### src/common/ep_irq_consts.svh
`ifndef EP_IRQ_CONSTS_SVH
`define EP_IRQ_CONSTS_SVH
`define SFR_EP_IRQ_ENABLE 8'hC2
`define SFR_EP_FIFO_DATA 8'hCF
`define SFR_EP_IRQ_FLAGS 8'hF8
`define SFR_EP_SELECT 8'hC7
`define EP_IRQ_RESET 4'h0
`define EP_COUNT 4
`define EP_FIFO_DEPTH 8
`define EP_PTR_W 3
`endif

### src/common/ep_irq_pkg.sv
package ep_irq_pkg;
	typedef struct packed {
		logic wr;
		logic rd;
		logic [7:0] addr;
		logic [7:0] wdata;
	} sfr_req_t;
	typedef enum logic [1:0] {
		ACC_IDLE = 2'b01,
		ACC_BUSY = 2'b10
	} acc_state_t;
endpackage

### src/design/ep_fifo_store.sv
`timescale 1ns/1ns
`default_nettype none
`include "ep_irq_consts.svh"
// eight byte FIFO per endpoint, flip-flop storage
module ep_fifo_store (
	input wire logic core_clk_in,
	input wire logic rst_in,
	input wire logic [1:0] sel_in,
	input wire logic push_in,
	input wire logic pop_in,
	input wire logic [7:0] wdata_in,
	output logic [7:0] rdata_out
);
	logic [7:0] mem_r [`EP_COUNT][`EP_FIFO_DEPTH];
	logic [`EP_PTR_W-1:0] wp_r [`EP_COUNT];
	logic [`EP_PTR_W-1:0] rp_r [`EP_COUNT];

	always_ff @(posedge core_clk_in) begin
		if (push_in) begin
			mem_r[sel_in][wp_r[sel_in]] <= wdata_in;
		end
	end

	always_ff @(posedge core_clk_in) begin
		if (rst_in) begin
			for (int i = 0; i < `EP_COUNT; i++) begin
				wp_r[i] <= '0;
				rp_r[i] <= '0;
			end
		end else begin
			if (push_in) begin
				wp_r[sel_in] <= wp_r[sel_in] + 1'b1;
			end
			if (pop_in) begin
				rp_r[sel_in] <= rp_r[sel_in] + 1'b1;
			end
		end
	end

	assign rdata_out = mem_r[sel_in][rp_r[sel_in]];
endmodule
`default_nettype wire

### src/design/ep_irq_fifo_port.sv
`timescale 1ns/1ns
`default_nettype none
`include "ep_irq_consts.svh"
module ep_irq_fifo_port
	import ep_irq_pkg::*;
(
	input wire logic core_clk_in,
	input wire logic rst_in,
	input wire logic sfr_wr_in,
	input wire logic sfr_rd_in,
	input wire logic [7:0] sfr_addr_in,
	input wire logic [7:0] sfr_wdata_in,
	input wire logic [3:0] ep_event_in,
	output logic [7:0] sfr_rdata_out,
	output logic usb_irq_out
);
	sfr_req_t req;
	logic [3:0] flag_r, flag_nxt;
	logic [3:0] enable_r;
	logic [1:0] select_r;
	logic [7:0] rdata_r;
	logic [7:0] fifo_rdata;
	logic fifo_push, fifo_pop;

	assign req = '{wr: sfr_wr_in, rd: sfr_rd_in, addr: sfr_addr_in,
		wdata: sfr_wdata_in};

	function automatic logic hit(input logic [7:0] a, input logic [7:0] off);
		hit = (a == off);
	endfunction

	assign fifo_push = req.wr && hit(req.addr, `SFR_EP_FIFO_DATA);
	assign fifo_pop = req.rd && hit(req.addr, `SFR_EP_FIFO_DATA);

	ep_fifo_store u_fifo (
		.core_clk_in(core_clk_in),
		.rst_in(rst_in),
		.sel_in(select_r),
		.push_in(fifo_push),
		.pop_in(fifo_pop),
		.wdata_in(req.wdata),
		.rdata_out(fifo_rdata)
	);

	always_ff @(posedge core_clk_in) begin
		if (rst_in) begin
			enable_r <= `EP_IRQ_RESET;
		end else if (req.wr && hit(req.addr, `SFR_EP_IRQ_ENABLE)) begin
			enable_r <= req.wdata[3:0];
		end
	end

	always_ff @(posedge core_clk_in) begin
		if (rst_in) begin
			select_r <= 2'h0;
		end else if (req.wr && hit(req.addr, `SFR_EP_SELECT)) begin
			select_r <= req.wdata[1:0];
		end
	end

	// clear by writing zero to a set flag; a new event wins over the clear
	always_comb begin
		flag_nxt = flag_r;
		if (req.wr && hit(req.addr, `SFR_EP_IRQ_FLAGS)) begin
			flag_nxt = flag_r & req.wdata[3:0];
		end
		flag_nxt = flag_nxt | (ep_event_in & enable_r);
	end

	always_ff @(posedge core_clk_in) begin
		if (rst_in) begin
			flag_r <= `EP_IRQ_RESET;
		end else begin
			flag_r <= flag_nxt;
		end
	end

	always_ff @(posedge core_clk_in) begin
		if (rst_in) begin
			rdata_r <= 8'h00;
		end else if (req.rd) begin
			case (req.addr)
				`SFR_EP_IRQ_FLAGS: rdata_r <= {4'h0, flag_r};
				`SFR_EP_IRQ_ENABLE: rdata_r <= {4'h0, enable_r};
				`SFR_EP_SELECT: rdata_r <= {6'h00, select_r};
				`SFR_EP_FIFO_DATA: rdata_r <= fifo_rdata;
				default: rdata_r <= 8'h00;
			endcase
		end
	end

	assign sfr_rdata_out = rdata_r;
	assign usb_irq_out = |flag_r;

	sticky_set_a: assert property (@(posedge core_clk_in)
		disable iff (rst_in)
		(ep_event_in[0] && enable_r[0]) |=> flag_r[0])
		else $error("enabled event did not set flag");

	masked_evt_a: assert property (@(posedge core_clk_in)
		disable iff (rst_in)
		(!flag_r[1] && !enable_r[1] &&
		!(req.wr && req.addr == `SFR_EP_IRQ_FLAGS)) |=> !flag_r[1])
		else $error("disabled event set flag");

	flag_hold_a: assert property (@(posedge core_clk_in)
		disable iff (rst_in)
		(flag_r[2] && !(req.wr && req.addr == `SFR_EP_IRQ_FLAGS))
		|=> flag_r[2])
		else $error("flag cleared without software");

	irq_level_a: assert property (@(posedge core_clk_in)
		disable iff (rst_in)
		usb_irq_out == (flag_r != 4'h0))
		else $error("irq does not track flags");

	rsvd_zero_a: assert property (@(posedge core_clk_in)
		disable iff (rst_in)
		(req.rd && (req.addr == `SFR_EP_IRQ_FLAGS ||
		req.addr == `SFR_EP_IRQ_ENABLE)) |=> sfr_rdata_out[7:4] == 4'h0)
		else $error("reserved bits read nonzero");

	reset_zero_a: assert property (@(posedge core_clk_in)
		rst_in |=> (flag_r == 4'h0 && enable_r == 4'h0))
		else $error("registers not zero after reset");

	enable_wr_a: assert property (@(posedge core_clk_in)
		disable iff (rst_in)
		(req.wr && req.addr == `SFR_EP_IRQ_ENABLE) |=>
		enable_r == $past(req.wdata[3:0]))
		else $error("enable write lost");

	no_soft_set_a: assert property (@(posedge core_clk_in)
		disable iff (rst_in)
		(!flag_r[3] && !ep_event_in[3]) |=> !flag_r[3])
		else $error("flag set without event");

	fifo_rd_a: assert property (@(posedge core_clk_in)
		disable iff (rst_in)
		fifo_pop |=> sfr_rdata_out == $past(fifo_rdata))
		else $error("data read wrong byte");

	irq_event_a: assert property (@(posedge core_clk_in)
		disable iff (rst_in)
		(ep_event_in & enable_r) != 4'h0 |=> usb_irq_out)
		else $error("enabled event did not raise irq");

	flag_clear_a: assert property (@(posedge core_clk_in)
		disable iff (rst_in)
		(req.wr && req.addr == `SFR_EP_IRQ_FLAGS && !req.wdata[0] &&
		!(ep_event_in[0] && enable_r[0])) |=> !flag_r[0])
		else $error("flag clear write lost");

	flag_keep_a: assert property (@(posedge core_clk_in)
		disable iff (rst_in)
		(req.wr && req.addr == `SFR_EP_IRQ_FLAGS && req.wdata[1] &&
		flag_r[1]) |=> flag_r[1])
		else $error("writing one cleared a flag");

	set_wins_a: assert property (@(posedge core_clk_in)
		disable iff (rst_in)
		(ep_event_in[2] && enable_r[2] && req.wr &&
		req.addr == `SFR_EP_IRQ_FLAGS) |=> flag_r[2])
		else $error("clear beat a same cycle event");

	gated_set_a: assert property (@(posedge core_clk_in)
		disable iff (rst_in)
		1'b1 |=> (flag_r & ~$past(flag_r) &
		~$past(ep_event_in & enable_r)) == 4'h0)
		else $error("flag rose without enabled event");

	sel_wr_a: assert property (@(posedge core_clk_in)
		disable iff (rst_in)
		(req.wr && req.addr == `SFR_EP_SELECT) |=>
		select_r == $past(req.wdata[1:0]))
		else $error("selector write lost");

	flags_rd_a: assert property (@(posedge core_clk_in)
		disable iff (rst_in)
		(req.rd && req.addr == `SFR_EP_IRQ_FLAGS) |=>
		sfr_rdata_out == {4'h0, $past(flag_r)})
		else $error("flag read wrong value");

	enable_rd_a: assert property (@(posedge core_clk_in)
		disable iff (rst_in)
		(req.rd && req.addr == `SFR_EP_IRQ_ENABLE) |=>
		sfr_rdata_out == {4'h0, $past(enable_r)})
		else $error("enable read wrong value");

	rdata_hold_a: assert property (@(posedge core_clk_in)
		disable iff (rst_in)
		!req.rd |=> $stable(sfr_rdata_out))
		else $error("read data changed without a read");

	irq_drop_a: assert property (@(posedge core_clk_in)
		disable iff (rst_in)
		(req.wr && req.addr == `SFR_EP_IRQ_FLAGS &&
		req.wdata[3:0] == 4'h0 && ep_event_in == 4'h0) |=> !usb_irq_out)
		else $error("irq stayed high after clear");

	unmapped_rd_a: assert property (@(posedge core_clk_in)
		disable iff (rst_in)
		(req.rd && req.addr != `SFR_EP_IRQ_FLAGS &&
		req.addr != `SFR_EP_IRQ_ENABLE && req.addr != `SFR_EP_SELECT &&
		req.addr != `SFR_EP_FIFO_DATA) |=> sfr_rdata_out == 8'h00)
		else $error("unmapped read nonzero");

	irq_raise_c: cover property (@(posedge core_clk_in) $rose(usb_irq_out));
	irq_clear_c: cover property (@(posedge core_clk_in) $fell(usb_irq_out));
	push_pop_c: cover property (@(posedge core_clk_in)
		fifo_push ##[1:8] fifo_pop);
	set_clear_c: cover property (@(posedge core_clk_in)
		(ep_event_in & enable_r) != 4'h0 && req.wr &&
		req.addr == `SFR_EP_IRQ_FLAGS);
	sel_pop_c: cover property (@(posedge core_clk_in)
		(req.wr && req.addr == `SFR_EP_SELECT) ##[1:4] fifo_pop);
endmodule
`default_nettype wire

### config.mk
export PLATFORM = sky130hd
export DESIGN_NAME = ep_irq_fifo_port
export DESIGN_NICKNAME = d
export VERILOG_FILES = /design/src/common/ep_irq_pkg.sv /design/src/design/ep_fifo_store.sv /design/src/design/ep_irq_fifo_port.sv
export VERILOG_INCLUDE_DIRS = /design/src /design/src/common
export SDC_FILE = /design/constraint.sdc
export NUM_CORES = 1
export LEC_CHECK = 0
export BUFFER_PORTS_ARGS = -buffer_cell sky130_fd_sc_hd__buf_2
export CAP_MARGIN = 30
export CORE_MARGIN = 4
export CORE_UTILIZATION = 45
export CTS_CLUSTER_SIZE = 28
export DETAILED_ROUTE_END_ITERATION = 16
export PLACE_DENSITY_LB_ADDON = 0.2
export SYNTH_ARGS = -nofsm -noshare
export SYNTH_HDL_FRONTEND = slang
export SYNTH_SLANG_ARGS = --single-unit
### constraint.sdc
create_clock -name core_clk_in -period 5.7 [get_ports core_clk_in]
set_input_delay 0.285 -clock core_clk_in [delete_from_list [all_inputs] [get_ports core_clk_in]]
set_output_delay 0.285 -clock core_clk_in [all_outputs]
set_load 0.05 [all_outputs]
## Word level (Yosys, flattened, before mapping)

Memory sizes are Yosys's and may differ from the RTL's. A register that Yosys moved wholly into a read port is not among the register bits.
Cells that the tools add are included.

- Flip-flop bits (word level): 18
- Bits in latches: 0
- Bits in writable memories: 280
- Memory bits (read-only): 0
- Bits of input ports: 24
- Output and inout port bits: 9
- Memories kept: 3

- $add $sub $neg: 2
- $mul: 0
- Div/mod/pow operators: 0
- Magnitude comparators: 3
- Eq/ne operators: 4
- Shifts and indexed selects: 0
- Multiplexer cells: 28
- Bitwise gates (word level): 5
- Reductions and logical operators: 9

Memories:

| name | words | bits a word | read ports | clocked after memory_dff | wr ports | line | text |
|---|---|---|---|---|---|---|---|
| u_fifo.mem_r | 4 | 64 | 1 | 1 | 1 | ep_fifo_store.sv:14 | `` logic [7:0] mem_r [`EP_COUNT][`EP_FIFO_DEPTH]; `` |
| u_fifo.rp_r | 4 | 3 | 1 | 1 | 4 | ep_fifo_store.sv:16 | `` logic [`EP_PTR_W-1:0] rp_r [`EP_COUNT]; `` |
| u_fifo.wp_r | 4 | 3 | 1 | 1 | 4 | ep_fifo_store.sv:15 | `` logic [`EP_PTR_W-1:0] wp_r [`EP_COUNT]; `` |

Operators by type and width:

| kind | number |
|---|---|
| $mux W64 | 1 |
| $eq A8 B8 Y1 const B | 4 |
| $pmux W8 S4 | 1 |
| $bmux W8 S3 | 1 |
| $demux W8 S3 | 1 |
| $mux W8 | 3 |
| $mux W2 | 8 |
| $mux W1 | 10 |
| $and A4 B4 Y4 | 2 |
| $ge A4 B4 Y1 const B | 2 |
| $not A3 Y4 | 2 |
| $add A3 B1 Y3 const B | 2 |
| $logic_and A1 B1 Y1 | 6 |
| $mux W3 | 2 |
| $reduce_or A3 Y1 | 2 |
| $lt A4 B1 Y1 const B | 1 |
| $mux W4 | 1 |
| $or A4 B4 Y4 | 1 |
| $reduce_or A4 Y1 | 1 |

## Longest topological paths before layout

Gate-level depths: netlist of run 1.

- Depth in word-level cells: 7
- Depth in mapped cells: 9

## Modules after synthesis

Synthesis of run 1 repeated with hierarchy kept, for this count alone.

- Cell total of the unflattened synthesis: 635
- Area total of the unflattened synthesis: 12130.4 um^2

Modules (own cells, without submodules):

| module | times used | cells an instance | area each (um^2) | seq. area each (um^2) |
|---|---|---|---|---|
| ep_fifo_store | 1 | 537 | 11240.8 | 8408.1 |
| ep_irq_fifo_port | 1 | 98 | 889.6 | 360.3 |

## Least setup slack after synthesis of run 1

OpenSTA, ideal clock, no wires.

- Path kind: reg2reg
- Start point: register (tool-made name)
- End point: memory u_fifo.mem_r[3][10] (netlist name) (enable)
- Library setup time: 0.370 ns
- Arrival: 2.179 ns
- Setup slack: 3.151 ns
- Stages on the path, launching flop included: 7
- Path buffers: 2
- Path through: dfxtp_1 buf_6 buf_6 mux4_2 nor3_1 nand3_1 nor2_1

RTL lines:

| item | line |
|---|---|
| end, declared | ep_fifo_store.sv:14 |

==> impl_metrics.csv, run 1 <==
group,metric,value,unit
drt,drt_iter0_drc,528,
yosys,ys.flop_type,"edfxtp_1",
final_layout,fin_cells,1047,
yosys,yosys.area.top_type,"edfxtp_1",
setup_path,critPathKind,"reg2reg",
timing,tns,0,ns
global_routing,grt_max_degree,66,
final_layout,nNetsFinal,714,
floorplanning,io_pins,33,
setup_path,cp-end-kind,"flop",
placed_design,dpl.hpwl,16800,µm
power_and_ir_drop,power_frac_seq,0.544,
global_routing,grt_pass1_vias,6567,
yosys,synth.area.top_cells,"edfxtp_1 70%, mux4_2 11%, mux2i_1 3.7%, dfxtp_1 3.3%, nor2_1 1.6%",
floorplanning,start_util,0.460,
final_layout,fill_cells,2041,
drt,vias,6121,
yosys,avgSynthCellArea,18.5,µm²
power_and_ir_drop,combPwrFrac,0.021,
hold_path,hold_path_class,"in2reg",
yosys,synth_compound_area_frac,0.0274,
final_layout,fin_area,0.0135,mm²
final_layout,diodes,0,
global_routing,grt-ovfl-total,0,
timing,slew_violations,0,
power_and_ir_drop,power_density,329,mW/mm²
clock_network,cts_buffers,30,
drt,via_per_inst,5.85,
yosys,synth_area,0.0120,mm²
timing,timing.fmax,0.281,GHz
global_routing,antenna_found_initial,0,
yosys,syn_inst,651,
setup_path,cp-start-kind,"flop",
timing,post-route-period-util,0.625,
timing,grt_setup_unrepaired,"no",
clock_network,clockRootBuffer,"clkbuf_16",
clock_network,clock_latency,0.55,ns
yosys,yosysSeqAreaShare,0.731,
clock_network,path_clk_slew,0.06,ns
drt,wl,27000,µm
clock_network,htree_levels,1,
timing,worst_pin_slew,1.03,ns
timing,fin_crit,3.56,ns
flow_run,drv_cap,0,
outcome,status,"completed",
final_layout,drive_gt1_frac,0.212,
yosys,synth-simple-area-share,0.0551,
yosys,ys_types,41,
yosys,synth_top_family_by_area,"multiplexers",
yosys,netlist.area_leader.share,0.698,
power_and_ir_drop,swShare,0.202,
yosys,synthAdderAreaFrac,0.00208,
power_and_ir_drop,cellLeakagePower,4.30,nW
yosys,synthMuxAreaShare,0.164,
yosys,synth_fp_nets,677,
setup_path,crit_required,5.89,ns
floorplanning,die_h,172,µm
floorplanning,rows,59,
floorplanning,core,0.0262,mm²
setup_path,critPathArrivalTime,3.75,ns
yosys,async_reset_ff_frac,0,
placed_design,pre_cts_ws,2.14,ns
drt,wire_per_inst,25.8,µm
power_and_ir_drop,ir_drop,0.249,mV
drt,firstDrtPassIters,6,
yosys,ys_warn_count,0,
yosys,yosys.area_share.xor_xnor,0.00145,
timing,hold_violations,0,
floorplanning,die_x,172,µm
yosys,yosysMostFrequentCell,"edfxtp_1",
placed_design,gp_congestion,0.849,
power_and_ir_drop,p_switching,0.000897,W
timing,fin_skew,0.0172,ns
placed_design,placed_cell_area,0.0125,mm²
placed_design,io_buffers,32,
yosys,yosys-top-cells-count,"280 x edfxtp_1, 60 x mux4_2, 52 x nor2_1",
clock_network,post-cts-setup-buffers,0,
power_and_ir_drop,p_int,0.00354,W
global_routing,grt_pass1_wl,41100,µm
global_routing,grtUsageTotal,0.189,
clock_network,cts_tree,"done",
timing,setup_slack,2.14,ns
power_and_ir_drop,finalPower,0.00443,W
drt,route.detailed.drc,0,
setup_path,crit_fanout,33,
yosys,synth_edf_count,280,
timing,slew_headroom,0.316,
clock_network,cts.path.max_buffers,3,
clock_network,cts.sinks,300,
power_and_ir_drop,clkPwrFrac,0.434,
placed_design,placed_cells,987,
yosys,synth_seq_cells,300,
final_layout,syn2layout_area_growth,11.8,%
timing,setup_viol,0,
drt,postRouteAntennaNets,0,
floorplanning,die_area,0.0295,mm²
-- layout by cell type (no fill, tap or decap), types with 4 or more instances in the layout --
cell,n
mux4_2,60
mux2i_1,44
nand2b_1,4
clkinv_1,7
nand2_1,45
buf_2,32
edfxtp_1,280
clkinv_2,6
clkbuf_16,30
o21bai_1,6
dfxtp_1,18
nor2_1,52
a21oi_1,10
dlygate4sd3_1,4
o21ai_0,8
inv_1,8
a22oi_1,6
nor2b_1,10
mux4_1,6
nor3_1,7
nand3_1,13
a22o_1,4
-- per-stage QoR --
stage	util	hold WS (ns)
2_1_floorplan	-	0.384
3_3_place_gp	0.475	0.457
3_5_place_dp	0.476	0.445
4_1_cts	0.514	0.0733
5_1_grt	0.514	0.106
6_report	0.514	0.0999
-- worst max-delay path: stages (launching register included) --
cell and delay [ns]:
dfxtp_4 0.79, mux4_2 0.63, nor3_1 0.79, nand2_1 0.33, nor2_1 0.64
-- metal layers --
metal  part of all wire  track usage  vias up  wire length [µm]
met5                  0            0        -                 0
met1               0.43        0.266     3184             11700
met4              0.024       0.0503        0               658
li1                   -            -     2672                 -
met3              0.055       0.0368       41              1490
met2               0.49        0.306      224             13100
-- sequential cells by signal, indices dropped and copies added (netlist names), named ones only --
register / count
u_fifo.mem_r: 256
u_fifo.rp_r: 12
u_fifo.wp_r: 12
sfr_rdata_out: 8
enable_r: 4
flag_r: 4
select_r: 2
-- cell type report --
cell class | count | area, µm² | share of cell area
Clock buffer | 33 | 762 | 0.0565
Clock inverter | 23 | 211 | 0.0157
Inverter | 8 | 30.0 | 0.00223
Multi-Input combinational cell | 309 | 3010 | 0.223
Sequential cell | 300 | 8810 | 0.654
Tap cell | 335 | 419 | 0.0311
Timing Repair Buffer | 39 | 230 | 0.0171
-- path summary, 6_finish.rpt --
kind | from | end | slack (ns) | depth (start not counted)
max reg2reg | flop | u_fifo.mem_r[3][41] | 2.14 | 4
max | flop | u_fifo.mem_r[3][41] | 2.14 | 4
min reg2reg | sfr_rdata_out[0] | sfr_rdata_out[0] | 0.46 | 1
min | sfr_wr_in | enable_r[3] | 0.1 | 3
-- repair_timing --
item,CTS,global route
gates resized for setup,0,0
hold endpoints to repair,4,0
hold buffers,4,0
setup endpoints to repair,0,0
-- power groups by stage --
stage	Clock, W	Combinational, W	Sequential (W)
2_1_floorplan	0	0.0000376	0.00246
3_3_place_gp	0	0.0000890	0.00246
3_5_place_dp	0	0.0000926	0.00246
4_1_cts	0.00196	0.0000946	0.00241
5_1_grt	0.00207	0.000102	0.00241
6_report	0.00193	0.0000942	0.00241
-- cells by family after synthesis --
| family | after synthesis |
|---|---|
| XOR/XNOR | 2 |
| multiplexers | 112 |
| flip-flops | 300 |
| buffers and inverters | 42 |
| AND/OR/NAND/NOR | 145 |
| adder cells (fa/ha/maj) | 2 |
| AO/OA/AOI/OAI | 48 |
(Power assumes the default switching activity.)
==> run 2, diff against run 1 <==
Clock period 5.7 ns to 3.5 ns, I/O delays scaled along.
==> run 2 against run 1 <==
Effect of this change:
- first-iteration DRC count fell by 14%
- utilization rose by 0.90 points
- sequential share of layout area fell by 1.1 points
- total power rose by 59%
- clock skew rose by 0.015 ns
- combinational power rose by 59%
- clock power rose by 53%
- final cell count rose by 3.8%
- sequential power rose by 63%
- highest routed layer unchanged
==> impl_metrics.csv, run 2 (same netlist as run 1, synthesis figures left out) <==
group,metric,value,unit
clock_network,cts_buffers,30,
floorplanning,rows,59,
clock_network,post-cts-setup-buffers,0,
drt,wire_per_inst,24.6,µm
final_layout,layout_common_cells,"280 x edfxtp_1, 60 x mux4_2, 52 x nor2_1",
floorplanning,die_h,172,µm
clock_network,cts_tree,"done",
clock_network,cts.path.max_buffers,3,
timing,post-route-period-util,0.797,
timing,slew_violations,0,
drt,firstDrtPassIters,5,
drt,wl,26700,µm
timing,holdWs,0.0502,ns
clock_network,path_clk_slew,0.06,ns
global_routing,antenna_found_initial,0,
final_layout,largest_reg_flops,256,
flow_run,drv_cap,0,
timing,worst_pin_slew,1.05,ns
timing,slew_headroom,0.292,
setup_path,critPathBufInv,0,
hold_path,hold_path_class,"in2reg",
placed_design,gp_congestion,0.789,
floorplanning,io_pins,33,
setup_path,crit_fanout,27,
drt,via_per_inst,5.73,
clock_network,clock_latency,0.56,ns
final_layout,drive_gt1_frac,0.242,
power_and_ir_drop,power_density,513,mW/mm²
final_layout,mostFrequentLayoutCell,"edfxtp_1",
timing,setup_viol,0,
timing,grt_setup_unrepaired,"no",
timing,fin_crit,2.79,ns
setup_path,cp_slowest_cell,"mux4_2",
clock_network,cts.sinks,300,
floorplanning,die_x,172,µm
drt,drt_iter0_drc,453,
clock_network,htree_levels,1,
setup_path,slowest_delay,0.91,ns
drt,postRouteAntennaNets,0,
global_routing,grt_pass1_wl,40400,µm
global_routing,grtUsageTotal,0.186,
setup_path,crit_required,3.99,ns
outcome,status,"completed",
timing,fin_skew,0.0327,ns
final_layout,diodes,0,
final_layout,nNetsFinal,754,
power_and_ir_drop,ir_drop,0.450,mV
setup_path,cp_top_family,"multiplexers",
drt,vias,6228,
setup_path,critPathKind,"reg2reg",
floorplanning,core,0.0262,mm²
floorplanning,die_area,0.0295,mm²
timing,hold_violations,0,
floorplanning,start_util,0.460,
global_routing,grt-ovfl-total,0,
clock_network,clockRootBuffer,"clkbuf_16",
placed_design,dpl.hpwl,17100,µm
setup_path,crit_chain,"mux4_2 > mux2i_1 > a22o_1 > a2111oi_0 > a211o_1",
timing,tns,0,ns
final_layout,utilization,0.523,
placed_design,io_buffers,32,
setup_path,cp-end-kind,"flop",
power_and_ir_drop,cellLeakagePower,4.48,nW
global_routing,grt_pass1_vias,6444,
final_layout,syn2layout_area_growth,13.8,%
setup_path,cp-start-kind,"flop",
setup_path,critPathArrivalTime,3.28,ns
drt,route.detailed.drc,0,
timing,timing.fmax,0.359,GHz
global_routing,grt_max_degree,36,
==> run 2: cell count changes in the layout (fill, tap and decap cells not counted), sizes merged <==
| cell | delta |
|---|---|
| dlygate4sd3 | +1 |
| clkinv | -13 |
| bufinv | -3 |
| clkbuf | +20 |
| clkinvlp | -3 |
| inv | -1 |
| buf | +39 |
==> run 2: where the power goes <==
group	switching, W	total, W	internal [W]
clock network	0.00125	0.00295	0.00170
logic	0.000109	0.000150	0.0000409
registers	0.00000680	0.00393	0.00393
==> run 2: layer usage <==
metal | GRT usage | wire length [µm] | up-vias
li1 | - | - | 2755
met1 | 0.267 | 11500 | 3231
met2 | 0.303 | 13200 | 202
met3 | 0.0280 | 1460 | 40
met4 | 0.0455 | 628 | 0
met5 | 0 | 0 | -
==> run 2: stage by stage <==
stage               total power, W  worst slack (ns)  cells  area (µm²)
floorplan                  0.00406             0.951    651       12000
CTS                        0.00711             0.697   1087       13700
global placement           0.00415             0.776   1026       12700
detailed placement         0.00416             0.740   1026       12700
global route               0.00726             0.546   1087       13700
finish                     0.00703             0.711   1087       13700
==> run 2: timing repair <==
| item | 4_1_cts | 5_1_grt |
|---|---|---|
| hold buffers | 5 | 0 |
| hold endpoints to repair | 10 | 0 |
| gates resized for setup | 0 | 0 |
==> run 2: worst paths after layout <==
check	from	endpoint	slack, ns	cells past startpoint
min	sfr_addr_in[3]	flop	0.05	4
max	flop	sfr_rdata_out[0]	0.71	5
min reg2reg	sfr_rdata_out[6]	sfr_rdata_out[6]	0.48	2
max reg2reg	flop	sfr_rdata_out[0]	0.71	5
==> run 2: area by class of cell <==
| type | instances | area, µm² |
|---|---|---|
| repair buffers | 79 | 526 |
| clock inverters | 3 | 26.3 |
| fillers | 2064 | 12500 |
| clock buffers | 53 | 887 |
| inverters | 8 | 30.0 |
| well taps | 335 | 419 |
| multi-input cells | 309 | 3010 |
| flip-flops and latches | 300 | 8810 |
==> run 2: tightest hold or removal path: cells and delay by family <==
| kind | cells | cell delay, ns |
|---|---|---|
| buffers and inverters | 1 | 0.12 |
| AND/OR/NAND/NOR | 2 | 0.19 |
| AO/OA/AOI/OAI | 1 | 0.08 |
==> run 3, diff against run 2 <==
Settings changed: ABC_AREA from default to 1.
Clock period 3.5 ns to 2.3 ns, I/O delays scaled along.
==> run 3 against run 2 <==
Effect of this change:
- utilization up 0.90 points
- synthesized area grew 7.0%
- critical path depth is 6 higher
- critical endpoint is now sfr_rdata_out[3]
- critical path type unchanged
- largest cell class unchanged
- largest power group unchanged
==> impl_metrics.csv, run 3 <==
group,metric,value,unit
outcome,status,"completed",
hold_path,hold_path_class,"in2reg",
floorplanning,die_x,177,µm
yosys,synth_edf_count,280,
final_layout,mostFrequentLayoutCell,"edfxtp_1",
clock_network,cts.sinks,300,
floorplanning,io_pins,33,
yosys,netlist.area_leader.share,0.652,
drt,wl,32000,µm
yosys,async_reset_ff_frac,0,
drt,postRouteAntennaNets,0,
yosys,synthMuxAreaShare,0,
timing,tns,0,ns
drt,firstDrtPassIters,5,
yosys,synth_area,0.0129,mm²
drt,via_per_inst,5.24,
floorplanning,start_util,0.460,
global_routing,grt_pass1_vias,8656,
yosys,synth-simple-area-share,0.180,
timing,hold_violations,0,
timing,post-route-period-util,0.907,
yosys,ys_types,33,
global_routing,grt-ovfl-total,0,
final_layout,largest_reg_flops,256,
hold_path,hold_start,"sfr_wr_in",
setup_path,cp-start-kind,"flop",
global_routing,grtUsageTotal,0.206,
global_routing,antenna_found_initial,0,
final_layout,layout_common_cells,"280 x edfxtp_1, 258 x nand2_1, 178 x nor2_1",
flow_run,drv_cap,0,
timing,fin_skew,0.0241,ns
floorplanning,rows,61,
drt,drt_iter0_drc,747,
yosys,yosys-top-cells-count,"280 x edfxtp_1, 258 x nand2_1, 178 x nor2_1",
clock_network,clockRootBuffer,"clkbuf_16",
yosys,synth.area.top_cells,"edfxtp_1 65%, nand2_1 7.5%, nor2_1 5.2%, nand3_1 4.0%, o21ai_0 3.8%",
setup_path,crit_fanout,24,
timing,setup_viol,0,
setup_path,crit_chain,"buf_4 > o21ai_0 > nand2_1 > nand2_2 > inv_2 > nand3_1 > nand3_1 > nand3_1 > nand2_1 > nand2_1 > a21oi_1",
drt,route.detailed.drc,0,
setup_path,slowest_delay,0.46,ns
global_routing,grt_pass1_wl,49900,µm
timing,slew_violations,0,
power_and_ir_drop,cellLeakagePower,5.80,nW
timing,timing.fmax,0.480,GHz
yosys,synthAdderAreaFrac,0.00194,
final_layout,nNetsFinal,1316,
placed_design,io_buffers,32,
yosys,avgSynthCellArea,10.6,µm²
timing,grt_setup_unrepaired,"no",
final_layout,syn2layout_area_growth,15.6,%
yosys,ys_warn_count,0,
placed_design,gp_congestion,0.897,
yosys,synth_seq_cells,300,
floorplanning,die_area,0.0314,mm²
final_layout,diodes,0,
floorplanning,die_h,177,µm
yosys,synth_fp_nets,1238,
power_and_ir_drop,ir_drop,0.565,mV
global_routing,grt_max_degree,49,
clock_network,cts_tree,"done",
yosys,yosys.area_share.xor_xnor,0.00136,
clock_network,post-cts-setup-buffers,0,
power_and_ir_drop,power_density,794,mW/mm²
final_layout,fin_cells,1691,
yosys,yosys.area.top_type,"edfxtp_1",
setup_path,critPathKind,"reg2reg",
yosys,syn_inst,1212,
clock_network,htree_levels,2,
final_layout,drive_gt1_frac,0.126,
drt,vias,8859,
yosys,yosysSeqAreaShare,0.683,
yosys,yosysMostFrequentCell,"edfxtp_1",
setup_path,crit_required,2.75,ns
setup_path,cp-end-kind,"flop",
yosys,ys.flop_type,"edfxtp_1",
placed_design,placed_cells,1626,
timing,slew_headroom,0.409,
clock_network,cts.path.max_buffers,3,
floorplanning,core,0.0280,mm²
setup_path,critPathBufInv,2,
timing,fin_crit,2.08,ns
setup_path,cp_slowest_cell,"dfxtp_4",
yosys,synth_compound_area_frac,0.0691,
clock_network,cts_buffers,34,
yosys,synth_top_family_by_area,"simple AND/OR/NAND/NOR gates",
setup_path,cp_top_family,"simple AND/OR/NAND/NOR gates",
setup_path,critPathArrivalTime,2.53,ns
clock_network,path_clk_slew,0.06,ns
timing,worst_pin_slew,0.887,ns
clock_network,clock_latency,0.51,ns
placed_design,dpl.hpwl,20200,µm
drt,wire_per_inst,18.9,µm
run 3: cell type report:
type | count | area (µm²)
tap | 378 | 473
sequential | 300 | 8810
clock buffer | 40 | 895
clock inverter | 19 | 248
inverter | 129 | 489
timing repair buffer | 102 | 738
fill | 2455 | 13100
multi-input combinational | 723 | 3250
run 3: metal layers:
metal / wire length, µm / vias up / global-route usage
met5: 0 / - / 0
met4: 607 / 0 / 0.0503
met3: 1710 / 47 / 0.0361
met2: 15200 / 225 / 0.333
met1: 14500 / 4319 / 0.293
li1: - / 4268 / -
run 3: path summary, 6_finish.rpt:
| path | slack, ns | depth (start not counted) | to |
|---|---|---|---|
| min reg2reg | 0.47 | 2 | sfr_rdata_out[3] |
| max reg2reg | 0.22 | 11 | sfr_rdata_out[3] |
| max | 0.22 | 11 | sfr_rdata_out[3] |
| min | 0.13 | 5 | flop |
run 3: per-stage QoR:
step	setup slack, ns	hold WS, ns	util	cell area, µm²	power (W)
6_report	0.215	0.126	0.532	14900	0.0118
5_1_grt	0.0103	0.133	0.532	14900	0.0122
3_5_place_dp	0.237	0.409	0.489	13700	0.00638
3_3_place_gp	0.258	0.395	0.489	13700	0.00638
4_1_cts	0.238	0.106	0.532	14900	0.0119
2_1_floorplan	0.261	0.214	-	12900	0.00620
run 3: kinds of logic (layout without fill, tap and decap cells):
family / count (synthesis) / after routing
AO/OA/AOI/OAI: 156 / 156
adder cells (fa/ha/maj): 2 / 2
buffers and inverters: 189 / 290
AND/OR/NAND/NOR: 563 / 563
flip-flops: 300 / 300
XOR/XNOR: 2 / 2
run 3: worst min-delay path: stages:
cell and delay, ns:
buf_2 0.12, inv_1 0.11, nor2_1 0.06, inv_1 0.10, a21oi_1 0.08
run 3: timing repair:
item / CTS / global route
gates resized for setup: 0 / 0
hold buffers: 6 / 0
hold endpoints to repair: 12 / 0
setup endpoints to repair: 0 / 0
run 3: power by group:
group / switching [W] / total, W / leakage, nW / internal (W)
registers: 0.00000529 / 0.00598 / 2.71 / 0.00597
logic: 0.000228 / 0.000299 / 2.52 / 0.0000711
clock network: 0.00211 / 0.00557 / 0.563 / 0.00345
total: 0.00235 / 0.0118 / 5.80 / 0.00950
